`src/verilog/outdrv_params.svh`:
```
// Field positions, offsets and counts of the output driver control block
`ifndef OUTDRV_PARAMS_SVH
`define OUTDRV_PARAMS_SVH

`define FRAME_BITS      16
`define ADDR_HI         15
`define ADDR_LO         13
`define RW_BIT          12
`define RANGE_HI        10
`define RANGE_LO        7
`define CLEAR_LEVEL_SELECT_BIT      6
`define OUTPUT_ENABLE_CONTROL_BIT       5
`define CLEAR_BIT       4
`define SENSE_RESISTOR_SELECT_BIT        3
`define RESET_BIT       2
`define RW_WRITE        1'h0
`define REG_CTRL        2'h0
`define REG_STATUS      2'h1
`define REG_COUNT       2'h2
`define REG_CONFIG      2'h3
`define CFG_BLOCK_BIT   0
`define INIT_CYCLES     2'h3
`define CURRENT_RANGE   3'h0
`define PIN_COUNT       15

`endif

```
`src/verilog/outdrv_pkg.sv`:
```
// Types and decode helpers shared by the output driver control files
package outdrv_pkg;

    typedef enum logic [1:0] {
        OUT_POWERUP = 2'b00,
        OUT_OFF     = 2'b01,
        OUT_ON      = 2'b10,
        OUT_CLEAR   = 2'b11
    } out_state_t;

    typedef struct packed {
        logic [3:0] range_select_bits;
        logic       clear_level_select;
        logic       output_enable_control;
        logic       clear_bit;
        logic       sense_resistor_select;
        logic       reset_bit;
    } ctrl_t;

    // Current ranges are the codes with the upper three range bits clear
    function automatic logic is_current_range(input logic [3:0] range);
        is_current_range = (range[3:1] == 3'h0);
    endfunction

endpackage

```
`src/verilog/serial_word_if.sv`:
```
// Carrier for received serial words between shifter and control core
`timescale 1ns/1ps
interface serial_word_if;
    logic [15:0] word;
    logic        word_valid;
    logic        frame_abort;

    modport src (output word, output word_valid, output frame_abort);
    modport snk (input word, input word_valid, input frame_abort);
endinterface

```
`src/verilog/pin_sync.sv`:
```
// Two-stage synchroniser for a group of asynchronous pins
`timescale 1ns/1ps
module pin_sync #(
    parameter int WIDTH = 1
) (
    input  wire logic             clk_in,
    input  wire logic             rst_n_in,
    input  wire logic [WIDTH-1:0] d_in,
    output logic      [WIDTH-1:0] q_out
);
    logic [WIDTH-1:0] stage_q;

    always_ff @(posedge clk_in or negedge rst_n_in) begin
        if (!rst_n_in) begin
            stage_q <= '0;
            q_out   <= '0;
        end else begin
            stage_q <= d_in;
            q_out   <= stage_q;
        end
    end
endmodule

```
`src/verilog/serial_shifter.sv`:
```
// Input shift register: samples data on serial clock falls inside a frame
`timescale 1ns/1ps
`include "outdrv_params.svh"
module serial_shifter (
    input  wire logic   clk_in,
    input  wire logic   rst_n_in,
    input  wire logic   sclk_s_in,
    input  wire logic   sync_n_s_in,
    input  wire logic   sdin_s_in,
    serial_word_if.src  word_if
);
    logic [15:0] shift_q;
    logic [4:0]  count_q;
    logic        sclk_prev_q;
    logic        sync_prev_q;
    logic        sclk_fall;
    logic        frame_end;

    // Each link clock phase must span at least two clk_in cycles
    assign sclk_fall = sclk_prev_q & ~sclk_s_in;
    assign frame_end = ~sync_prev_q & sync_n_s_in;

    always_ff @(posedge clk_in or negedge rst_n_in) begin
        if (!rst_n_in) begin
            sclk_prev_q <= 1'h0;
            sync_prev_q <= 1'h1;
        end else begin
            sclk_prev_q <= sclk_s_in;
            sync_prev_q <= sync_n_s_in;
        end
    end

    // MSB first: each falling edge shifts one bit in at the bottom
    always_ff @(posedge clk_in or negedge rst_n_in) begin
        if (!rst_n_in) begin
            shift_q <= 16'h0;
            count_q <= 5'h0;
        end else if (sync_n_s_in) begin
            count_q <= 5'h0;
        end else if (sclk_fall) begin
            shift_q <= {shift_q[14:0], sdin_s_in};
            if (count_q != 5'h1f) begin
                count_q <= count_q + 5'h1;
            end
        end
    end

    // Only a frame of exactly sixteen bits is handed on
    always_ff @(posedge clk_in or negedge rst_n_in) begin
        if (!rst_n_in) begin
            word_if.word        <= 16'h0;
            word_if.word_valid  <= 1'h0;
            word_if.frame_abort <= 1'h0;
        end else begin
            word_if.word_valid  <= 1'h0;
            word_if.frame_abort <= 1'h0;
            if (frame_end) begin
                if (count_q == 5'(`FRAME_BITS)) begin
                    word_if.word       <= shift_q;
                    word_if.word_valid <= 1'h1;
                end else if (count_q != 5'h0) begin
                    word_if.frame_abort <= 1'h1;
                end
            end
        end
    end
endmodule

```
`src/verilog/outdrv_control.sv`:
```
// Output driver control core: power-up, reset, enable, range and serial port
// Overview of operation
// - Software mode, clear high at power-up: voltage output driven at 0 V.
// - Software mode, clear low at power-up: voltage output tristated.
// - Current output always starts tristated at power-up in software mode.
// - Clear high during enabling write moves output to the clear level.
// - Hardware mode takes power-up state from range straps and enable pin.
// - Power-on reset loads every internal register with zero, except sync_prev_q, which loads one.
// - Software mode starts with output enable cleared, outputs disabled.
// - Software reset by low reset pin or a write with reset bit set.
// - A reset returns both outputs to their disabled power-on state.
// - Reset pin is level sensitive; held in reset while it is low.
// - Stored reset bit clears itself after the reset is carried out.
// - Hardware mode has no reset; board holds reset pin high.
// - Output enable cleared in software mode tristates both channels, except in the power-up state.
// - Hardware mode: enable pin controls output; disabled tristates both.
// - Mode strap tied low selects software mode with serial control.
// - Serial clock may run up to 50 MHz, host keeps below it.
// - Each write is a 16-bit word, most significant bit first.
// - Serial data is sampled on falling edges of the serial clock.
// - Three leading bits are a board address for up to eight devices.
// - A word is acted on only when its address matches the straps.
// - Word layout: address 15..13, write flag 12, range 10..7, flags 6..2.
//
// Added by the designer: the plain strobed port and the register addresses.
`timescale 1ns/1ps
`include "outdrv_params.svh"
module outdrv_control
    import outdrv_pkg::*;
(
    input  wire logic        clk_in,
    input  wire logic        rst_n_in,
    input  wire logic        sclk_in,
    input  wire logic        sync_n_in,
    input  wire logic        sdin_in,
    input  wire logic        clear_in,
    input  wire logic        pin_reset_n_in,
    input  wire logic        hw_sw_mode_strap_in,
    input  wire logic [2:0]  address_strap_inputs_in,
    input  wire logic [3:0]  hw_range_strap_in,
    input  wire logic        hw_output_enable_in,
    input  wire logic        hw_clear_level_select_in,
    input  wire logic [1:0]  reg_addr_in,
    input  wire logic [15:0] reg_wdata_in,
    input  wire logic        reg_wr_in,
    input  wire logic        reg_rd_in,
    output logic      [15:0] reg_rdata_out,
    output logic             vout_enable_out,
    output logic             vout_zero_out,
    output logic             iout_enable_out,
    output logic             clear_level_out,
    output logic      [3:0]  range_select_bits_out,
    output logic             clear_level_select_out,
    output logic             sense_resistor_select_out
);
    logic [`PIN_COUNT-1:0] pins_s;
    logic                  sclk_s;
    logic                  sync_n_s;
    logic                  sdin_s;
    logic                  clear_s;
    logic                  pin_reset_n_s;
    logic                  hw_sel_s;
    logic [2:0]            addr_strap_s;
    logic [3:0]            range_strap_s;
    logic                  oe_pin_s;
    logic                  clear_level_select_pin_s;

    logic [1:0]            init_cnt_q;
    logic                  init_done_q;
    logic                  hw_mode_q;
    logic                  clear_at_pu_q;
    ctrl_t                 ctrl_q;
    ctrl_t                 word_ctrl;
    out_state_t            state_q;
    out_state_t            state_d;
    logic                  serial_block_q;
    logic [7:0]            accept_cnt_q;
    logic [7:0]            discard_cnt_q;

    logic                  sw_reset;
    logic                  addr_match;
    logic                  word_accept;
    logic                  word_discard;
    logic                  enable_req;
    logic [3:0]            eff_range;
    logic                  eff_clear_level_select;
    logic                  eff_sense_resistor_select;

    serial_word_if word_if ();

    pin_sync #(
        .WIDTH (`PIN_COUNT)
    ) u_pin_sync (
        .clk_in   (clk_in),
        .rst_n_in (rst_n_in),
        .d_in     ({sclk_in, sync_n_in, sdin_in, clear_in, pin_reset_n_in,
                    hw_sw_mode_strap_in, address_strap_inputs_in,
                    hw_range_strap_in, hw_output_enable_in,
                    hw_clear_level_select_in}),
        .q_out    (pins_s)
    );

    assign {sclk_s, sync_n_s, sdin_s, clear_s, pin_reset_n_s, hw_sel_s,
            addr_strap_s, range_strap_s, oe_pin_s, clear_level_select_pin_s} = pins_s;

    serial_shifter u_shifter (
        .clk_in      (clk_in),
        .rst_n_in    (rst_n_in),
        .sclk_s_in   (sclk_s),
        .sync_n_s_in (sync_n_s),
        .sdin_s_in   (sdin_s),
        .word_if     (word_if)
    );

    // Straps are caught once the synchronisers have filled after release
    always_ff @(posedge clk_in or negedge rst_n_in) begin
        if (!rst_n_in) begin
            init_cnt_q    <= 2'h0;
            init_done_q   <= 1'h0;
            hw_mode_q     <= 1'h0;
            clear_at_pu_q <= 1'h0;
        end else if (!init_done_q) begin
            if (init_cnt_q == `INIT_CYCLES) begin
                init_done_q   <= 1'h1;
                hw_mode_q     <= hw_sel_s;
                clear_at_pu_q <= clear_s;
            end else begin
                init_cnt_q <= init_cnt_q + 2'h1;
            end
        end
    end

    // Word decode into control fields
    always_comb begin
        word_ctrl.range_select_bits =
            word_if.word[`RANGE_HI:`RANGE_LO];
        word_ctrl.clear_level_select    = word_if.word[`CLEAR_LEVEL_SELECT_BIT];
        word_ctrl.output_enable_control = word_if.word[`OUTPUT_ENABLE_CONTROL_BIT];
        word_ctrl.clear_bit             = word_if.word[`CLEAR_BIT];
        word_ctrl.sense_resistor_select = word_if.word[`SENSE_RESISTOR_SELECT_BIT];
        word_ctrl.reset_bit             = word_if.word[`RESET_BIT];
    end

    // Board address must equal the strap pins
    assign addr_match = (word_if.word[`ADDR_HI:`ADDR_LO] ==
                         addr_strap_s);
    assign word_accept = word_if.word_valid & addr_match & init_done_q &
                         ~hw_mode_q & ~serial_block_q &
                         (word_if.word[`RW_BIT] == `RW_WRITE);
    assign word_discard = word_if.frame_abort |
                          (word_if.word_valid & ~word_accept);

    // Level-held pin or stored bit; hardware mode ignores both
    assign sw_reset = init_done_q & ~hw_mode_q &
                      (~pin_reset_n_s | ctrl_q.reset_bit);

    // Control register: zero at power-on and after any reset
    always_ff @(posedge clk_in or negedge rst_n_in) begin
        if (!rst_n_in) begin
            ctrl_q <= '0;
        end else if (sw_reset) begin
            ctrl_q <= '0;
        end else if (word_accept) begin
            ctrl_q <= word_ctrl;
        end
    end

    // Effective settings from straps or from the control register
    always_comb begin
        if (hw_mode_q) begin
            enable_req = oe_pin_s;
            eff_range  = range_strap_s;
            eff_clear_level_select = clear_level_select_pin_s;
            eff_sense_resistor_select   = 1'h0;
        end else begin
            enable_req = ctrl_q.output_enable_control;
            eff_range  = ctrl_q.range_select_bits;
            eff_clear_level_select = ctrl_q.clear_level_select;
            eff_sense_resistor_select   = ctrl_q.sense_resistor_select;
        end
    end

    // Output condition: power-up, disabled, following or held at clear
    always_comb begin
        state_d = state_q;
        if (!init_done_q || sw_reset) begin
            state_d = OUT_POWERUP;
        end else if (!enable_req) begin
            if (state_q == OUT_POWERUP && !hw_mode_q) begin
                state_d = OUT_POWERUP;
            end else begin
                state_d = OUT_OFF;
            end
        end else if (clear_s) begin
            state_d = OUT_CLEAR;
        end else begin
            state_d = OUT_ON;
        end
    end

    always_ff @(posedge clk_in or negedge rst_n_in) begin
        if (!rst_n_in) begin
            state_q <= OUT_POWERUP;
        end else begin
            state_q <= state_d;
        end
    end

    // Output stage controls, registered from the next condition
    always_ff @(posedge clk_in or negedge rst_n_in) begin
        if (!rst_n_in) begin
            vout_enable_out <= 1'h0;
            vout_zero_out   <= 1'h0;
            iout_enable_out <= 1'h0;
            clear_level_out <= 1'h0;
        end else begin
            unique case (state_d)
                OUT_POWERUP: begin
                    // Clear high at power-up drives 0 V, else tristate
                    vout_enable_out <= init_done_q & ~hw_mode_q &
                                       clear_at_pu_q;
                    vout_zero_out   <= init_done_q & ~hw_mode_q &
                                       clear_at_pu_q;
                    iout_enable_out <= 1'h0;
                    clear_level_out <= 1'h0;
                end
                OUT_OFF: begin
                    vout_enable_out <= 1'h0;
                    vout_zero_out   <= 1'h0;
                    iout_enable_out <= 1'h0;
                    clear_level_out <= 1'h0;
                end
                OUT_ON, OUT_CLEAR: begin
                    vout_enable_out <= ~is_current_range(eff_range);
                    vout_zero_out   <= 1'h0;
                    iout_enable_out <= is_current_range(eff_range);
                    clear_level_out <= (state_d == OUT_CLEAR);
                end
            endcase
        end
    end

    always_ff @(posedge clk_in or negedge rst_n_in) begin
        if (!rst_n_in) begin
            range_select_bits_out     <= 4'h0;
            clear_level_select_out    <= 1'h0;
            sense_resistor_select_out <= 1'h0;
        end else begin
            range_select_bits_out     <= eff_range;
            clear_level_select_out    <= eff_clear_level_select;
            sense_resistor_select_out <= eff_sense_resistor_select;
        end
    end

    // Frame statistics, wrapping
    always_ff @(posedge clk_in or negedge rst_n_in) begin
        if (!rst_n_in) begin
            accept_cnt_q  <= 8'h0;
            discard_cnt_q <= 8'h0;
        end else begin
            if (word_accept) begin
                accept_cnt_q <= accept_cnt_q + 8'h1;
            end
            if (word_discard) begin
                discard_cnt_q <= discard_cnt_q + 8'h1;
            end
        end
    end

    // Configuration register: blocks the serial port when set
    always_ff @(posedge clk_in or negedge rst_n_in) begin
        if (!rst_n_in) begin
            serial_block_q <= 1'h0;
        end else if (reg_wr_in && reg_addr_in == `REG_CONFIG) begin
            serial_block_q <= reg_wdata_in[`CFG_BLOCK_BIT];
        end
    end

    // Read data stands in the cycle after the read strobe only
    always_ff @(posedge clk_in or negedge rst_n_in) begin
        if (!rst_n_in) begin
            reg_rdata_out <= 16'h0;
        end else if (reg_rd_in) begin
            unique case (reg_addr_in)
                `REG_CTRL:   reg_rdata_out <= {7'h0, ctrl_q};
                `REG_STATUS: reg_rdata_out <= {10'h0, clear_at_pu_q,
                                               clear_s, init_done_q,
                                               hw_mode_q, state_q};
                `REG_COUNT:  reg_rdata_out <= {discard_cnt_q,
                                               accept_cnt_q};
                `REG_CONFIG: reg_rdata_out <= {15'h0, serial_block_q};
            endcase
        end else begin
            reg_rdata_out <= 16'h0;
        end
    end
endmodule

```
`config.mk`:
```
export PLATFORM = sky130hd
export DESIGN_NAME = outdrv_control
export DESIGN_NICKNAME = d
export VERILOG_FILES = /design/src/verilog/outdrv_pkg.sv /design/src/verilog/serial_word_if.sv /design/src/verilog/pin_sync.sv /design/src/verilog/serial_shifter.sv /design/src/verilog/outdrv_control.sv
export VERILOG_INCLUDE_DIRS = /design/src /design/src/verilog
export SDC_FILE = /design/constraint.sdc
export NUM_CORES = 1
export LEC_CHECK = 0
export ABC_CLOCK_PERIOD_IN_PS = 2100
export CAP_MARGIN = 0
export CORE_MARGIN = 2
export CORE_UTILIZATION = 56
export DETAILED_ROUTE_END_ITERATION = 10
export DONT_BUFFER_PORTS = 1
export GPL_TIMING_DRIVEN = 0
export PLACE_DENSITY = 0.71
export SLEW_MARGIN = 30
export SYNTH_ARGS = -nofsm -noshare
export SYNTH_HDL_FRONTEND = slang
export SYNTH_HIERARCHICAL = 1
export SYNTH_SLANG_ARGS = --single-unit
export TNS_END_PERCENT = 50
```
`constraint.sdc`:
```
create_clock -name clk_in -period 2.1 [get_ports clk_in]
set_input_delay 0.42 -clock clk_in [delete_from_list [all_inputs] [get_ports clk_in]]
set_output_delay 0.42 -clock clk_in [all_outputs]
set_load 0.05 [all_outputs]
```
==> impl_results.md <==
* Mapped Avg Cell Area at 14.4 sq um
* Failing checks: hold timing
* Crit path kind: reg2reg
* Status: complete, but fails checks
* GRT Max-Usage Layer: met2
* Reg2reg end: u_shifter/count_q[3]
* Vias in the first global route at 2767
* Largest net degree at the start of global routing at 128
* Slew Limit Fails at 0
* Post-Route WL at 7.76 mm
* CP peak stage delay at 0.43 ns
* Clock sinks at 127
* # hold bufs at CTS at 15
* Initial Util at 0.567
* Period utilisation layout at 0.920
* ANT nets after route at 0
* Critical Path Most Common Cell: ha_1
* Final Hold Fails at 127
* Reg-to-Reg Start: u_shifter/count_q[0]
* CP Depth at 6
* CTS tree: yes
* CP cell instances: ha_1 > and3_2 > ha_1 > nor3b_4 > nand4_1 > mux2_2
* Critical path's top delay family: simple AND/OR/NAND/NOR gates
* Clock Tree Root: clkbuf_8
* Clk buf depth at 2
* Pre-antenna DRT Iters at 4
* First-pass GRT wire length at 13.4 mm
* CTS clock-pin slew for the worst setup and hold paths at 0.06 ns
* Worst setup path end: u_shifter/count_q[3]
* Max transition margin at 0.556
* Synth-to-layout area growth at 17.3%
* Max VDD drop at 0.611 mV
* Final Setup Violations at 0
* Row cnt at 34
* FILL cells at 608
* Clk_lat worst skew at 0.51 ns
* CTS H-tree depth at 4
* Worst EP arrival at 2.33 ns
* # Post-CTS Setup Buffers at 0
* Worst reg2reg path depth at 6
* Leakage at 2.65 nW
* Peak Freq at 518 MHz
* Buf+Inv Stages, Crit Path at 0
* R2R setup slack at 0.17 ns
* NumNets Final at 416
* GR Util met2 at 0.300
* Net count after synthesis at 382
* Core Region at 8590 sq um
* Layout cells sized above 1 at 0.231
* Worst Path Required at 2.50 ns
* Mapped cell area at 4870 sq um
* Placed wire-length estimate at 4.94 mm
* GP Congestion at 0.760
* Die area at 9460 sq um
* Pwr/cell area at 999 nW/um^2
* Worst hold slack at -0.402 ns
* Total Power at 5.71 mW
* WL/cell at 15.7 um
* Residual DRC at 0
* DIE HEIGHT at 97.3 um
* Yosys warning count at 6
* Maxcap violations at 0
* Crit-path max FO at 4
* Via density at 5.33
* M3 GR Usage at 0.0604
* Via count at 2631
* Sum Neg Setup Slack at 0 ns
* Input/output buffers at 0
* Global route overflow at 0
* CP endpoint kind: register
* Critical path's slowest cell: dfrtp_1
* Mapped Cells at 339
* Number of buffers created by CTS at 17
* Io pins at 63
* RSZ-0062 raised after global routing: no
* Initial DRC Count at 130
* Die width at 97.3 um
* Least-Margin Pin Slew at 0.661 ns
* GR met1 Demand/Resource at 0.228
* Diode count at 0
* Critical Path Source: u_shifter/count_q[0]
* Initial antenna violation count at 0
* Clk_skew at 0.0107 ns
* Overall Global Routing Usage at 0.183
* Setup crit start kind: register
* Crit path time final at 1.93 ns
* Hold WC Path Type: in2async
[metrics by stage]
step / std cells / utilization / hold WS, ns / area [sq um] / setup WS, ns
after floorplan: 339 / - / 0.124 / 4870 / 0.261
after global placement: 447 / 0.582 / 0.127 / 5000 / 0.128
after detailed placement: 447 / 0.582 / 0.128 / 5000 / 0.142
after CTS: 494 / 0.664 / -0.420 / 5710 / 0.0976
after global routing: 494 / 0.665 / -0.432 / 5710 / 0.0267
final: 494 / 0.665 / -0.402 / 5710 / 0.169
[how the worst min path moves through the flow]
stage | endpoint | slack (ns) | cells past startpoint | start
6_report | init_cnt_q[0] | -0.40 | 0 | rst_n_in
5_1_grt | init_cnt_q[0] | -0.43 | 0 | rst_n_in
4_1_cts | init_cnt_q[0] | -0.42 | 0 | rst_n_in
3_5_place_dp | init_cnt_q[0] | 0.13 | 0 | rst_n_in
3_3_place_gp | init_cnt_q[0] | 0.13 | 0 | rst_n_in
2_1_floorplan | accept_cnt_q[0] | 0.12 | 0 | rst_n_in
[power by group]
part | total (mW) | internal, mW | switching (mW) | leakage [nW]
logic | 0.254 | 0.160 | 0.0942 | 0.743
registers | 2.79 | 2.61 | 0.181 | 1.65
clock network | 2.66 | 1.59 | 1.07 | 0.265
[cell usage in the layout, fill, tap and decap left out, drive strengths merged, types with 4 or more instances in the layout]
cell type / n
nand2: 18
clkinv: 5
nand3: 4
dfrtp: 126
mux2: 41
o211ai: 8
nor2b: 5
xor2: 6
inv: 14
buf: 8
o21ai: 19
mux2i: 11
xnor2: 14
ha: 6
clkbuf: 21
dlygate4sd3: 15
nor3b: 4
and3: 5
and2: 15
nor3: 5
nor2: 14
[per-layer routing]
metal,part of all wire,routed length [um]
met1,0.44,3450
met2,0.51,3940
met3,0.037,287
met4,0.011,85
met5,0,0
[sequential cells by signal (all words and copies together) (netlist names), 5 cells and up]
| name | flops |
|---|---|
| accept_cnt_q | 8 |
| u_shifter/shift_q | 16 |
| u_pin_sync/stage_q | 15 |
| reg_rdata_out | 16 |
| u_shifter/count_q | 5 |
| u_shifter/word_if.word | 13 |
| discard_cnt_q | 8 |
| u_pin_sync/q_out | 15 |
| ctrl_q | 9 |
[timing repair]
| action | 4_1_cts | 5_1_grt |
|---|---|---|
| endpoints found under the setup margin | 0 | 1 |
| endpoints found under the hold margin | 142 | 127 |
| gates resized for setup | 0 | 1 |
[area by class of cell]
cell class / instances / area [sq um] / area share
Clock buffer: 19 / 422 / 0.0738
Timing Repair Buffer: 15 / 150 / 0.0263
Tap cell: 108 / 135 / 0.0237
Sequential cell: 127 / 3180 / 0.557
Buffer: 10 / 83.8 / 0.0147
Inverter: 9 / 33.8 / 0.00591
Clock inverter: 13 / 129 / 0.0226
Multi-Input combinational cell: 193 / 1580 / 0.276
[worst register-to-register path: cells and delay by family, from the launching register on]
kind                       cells  cell delay (ns)
and+or+nand+nor                3             0.67
adders and majority gates      2             0.46
muxes                          1             0.28
DFF                            1             0.43
Power figures use the tool's default switching activity.
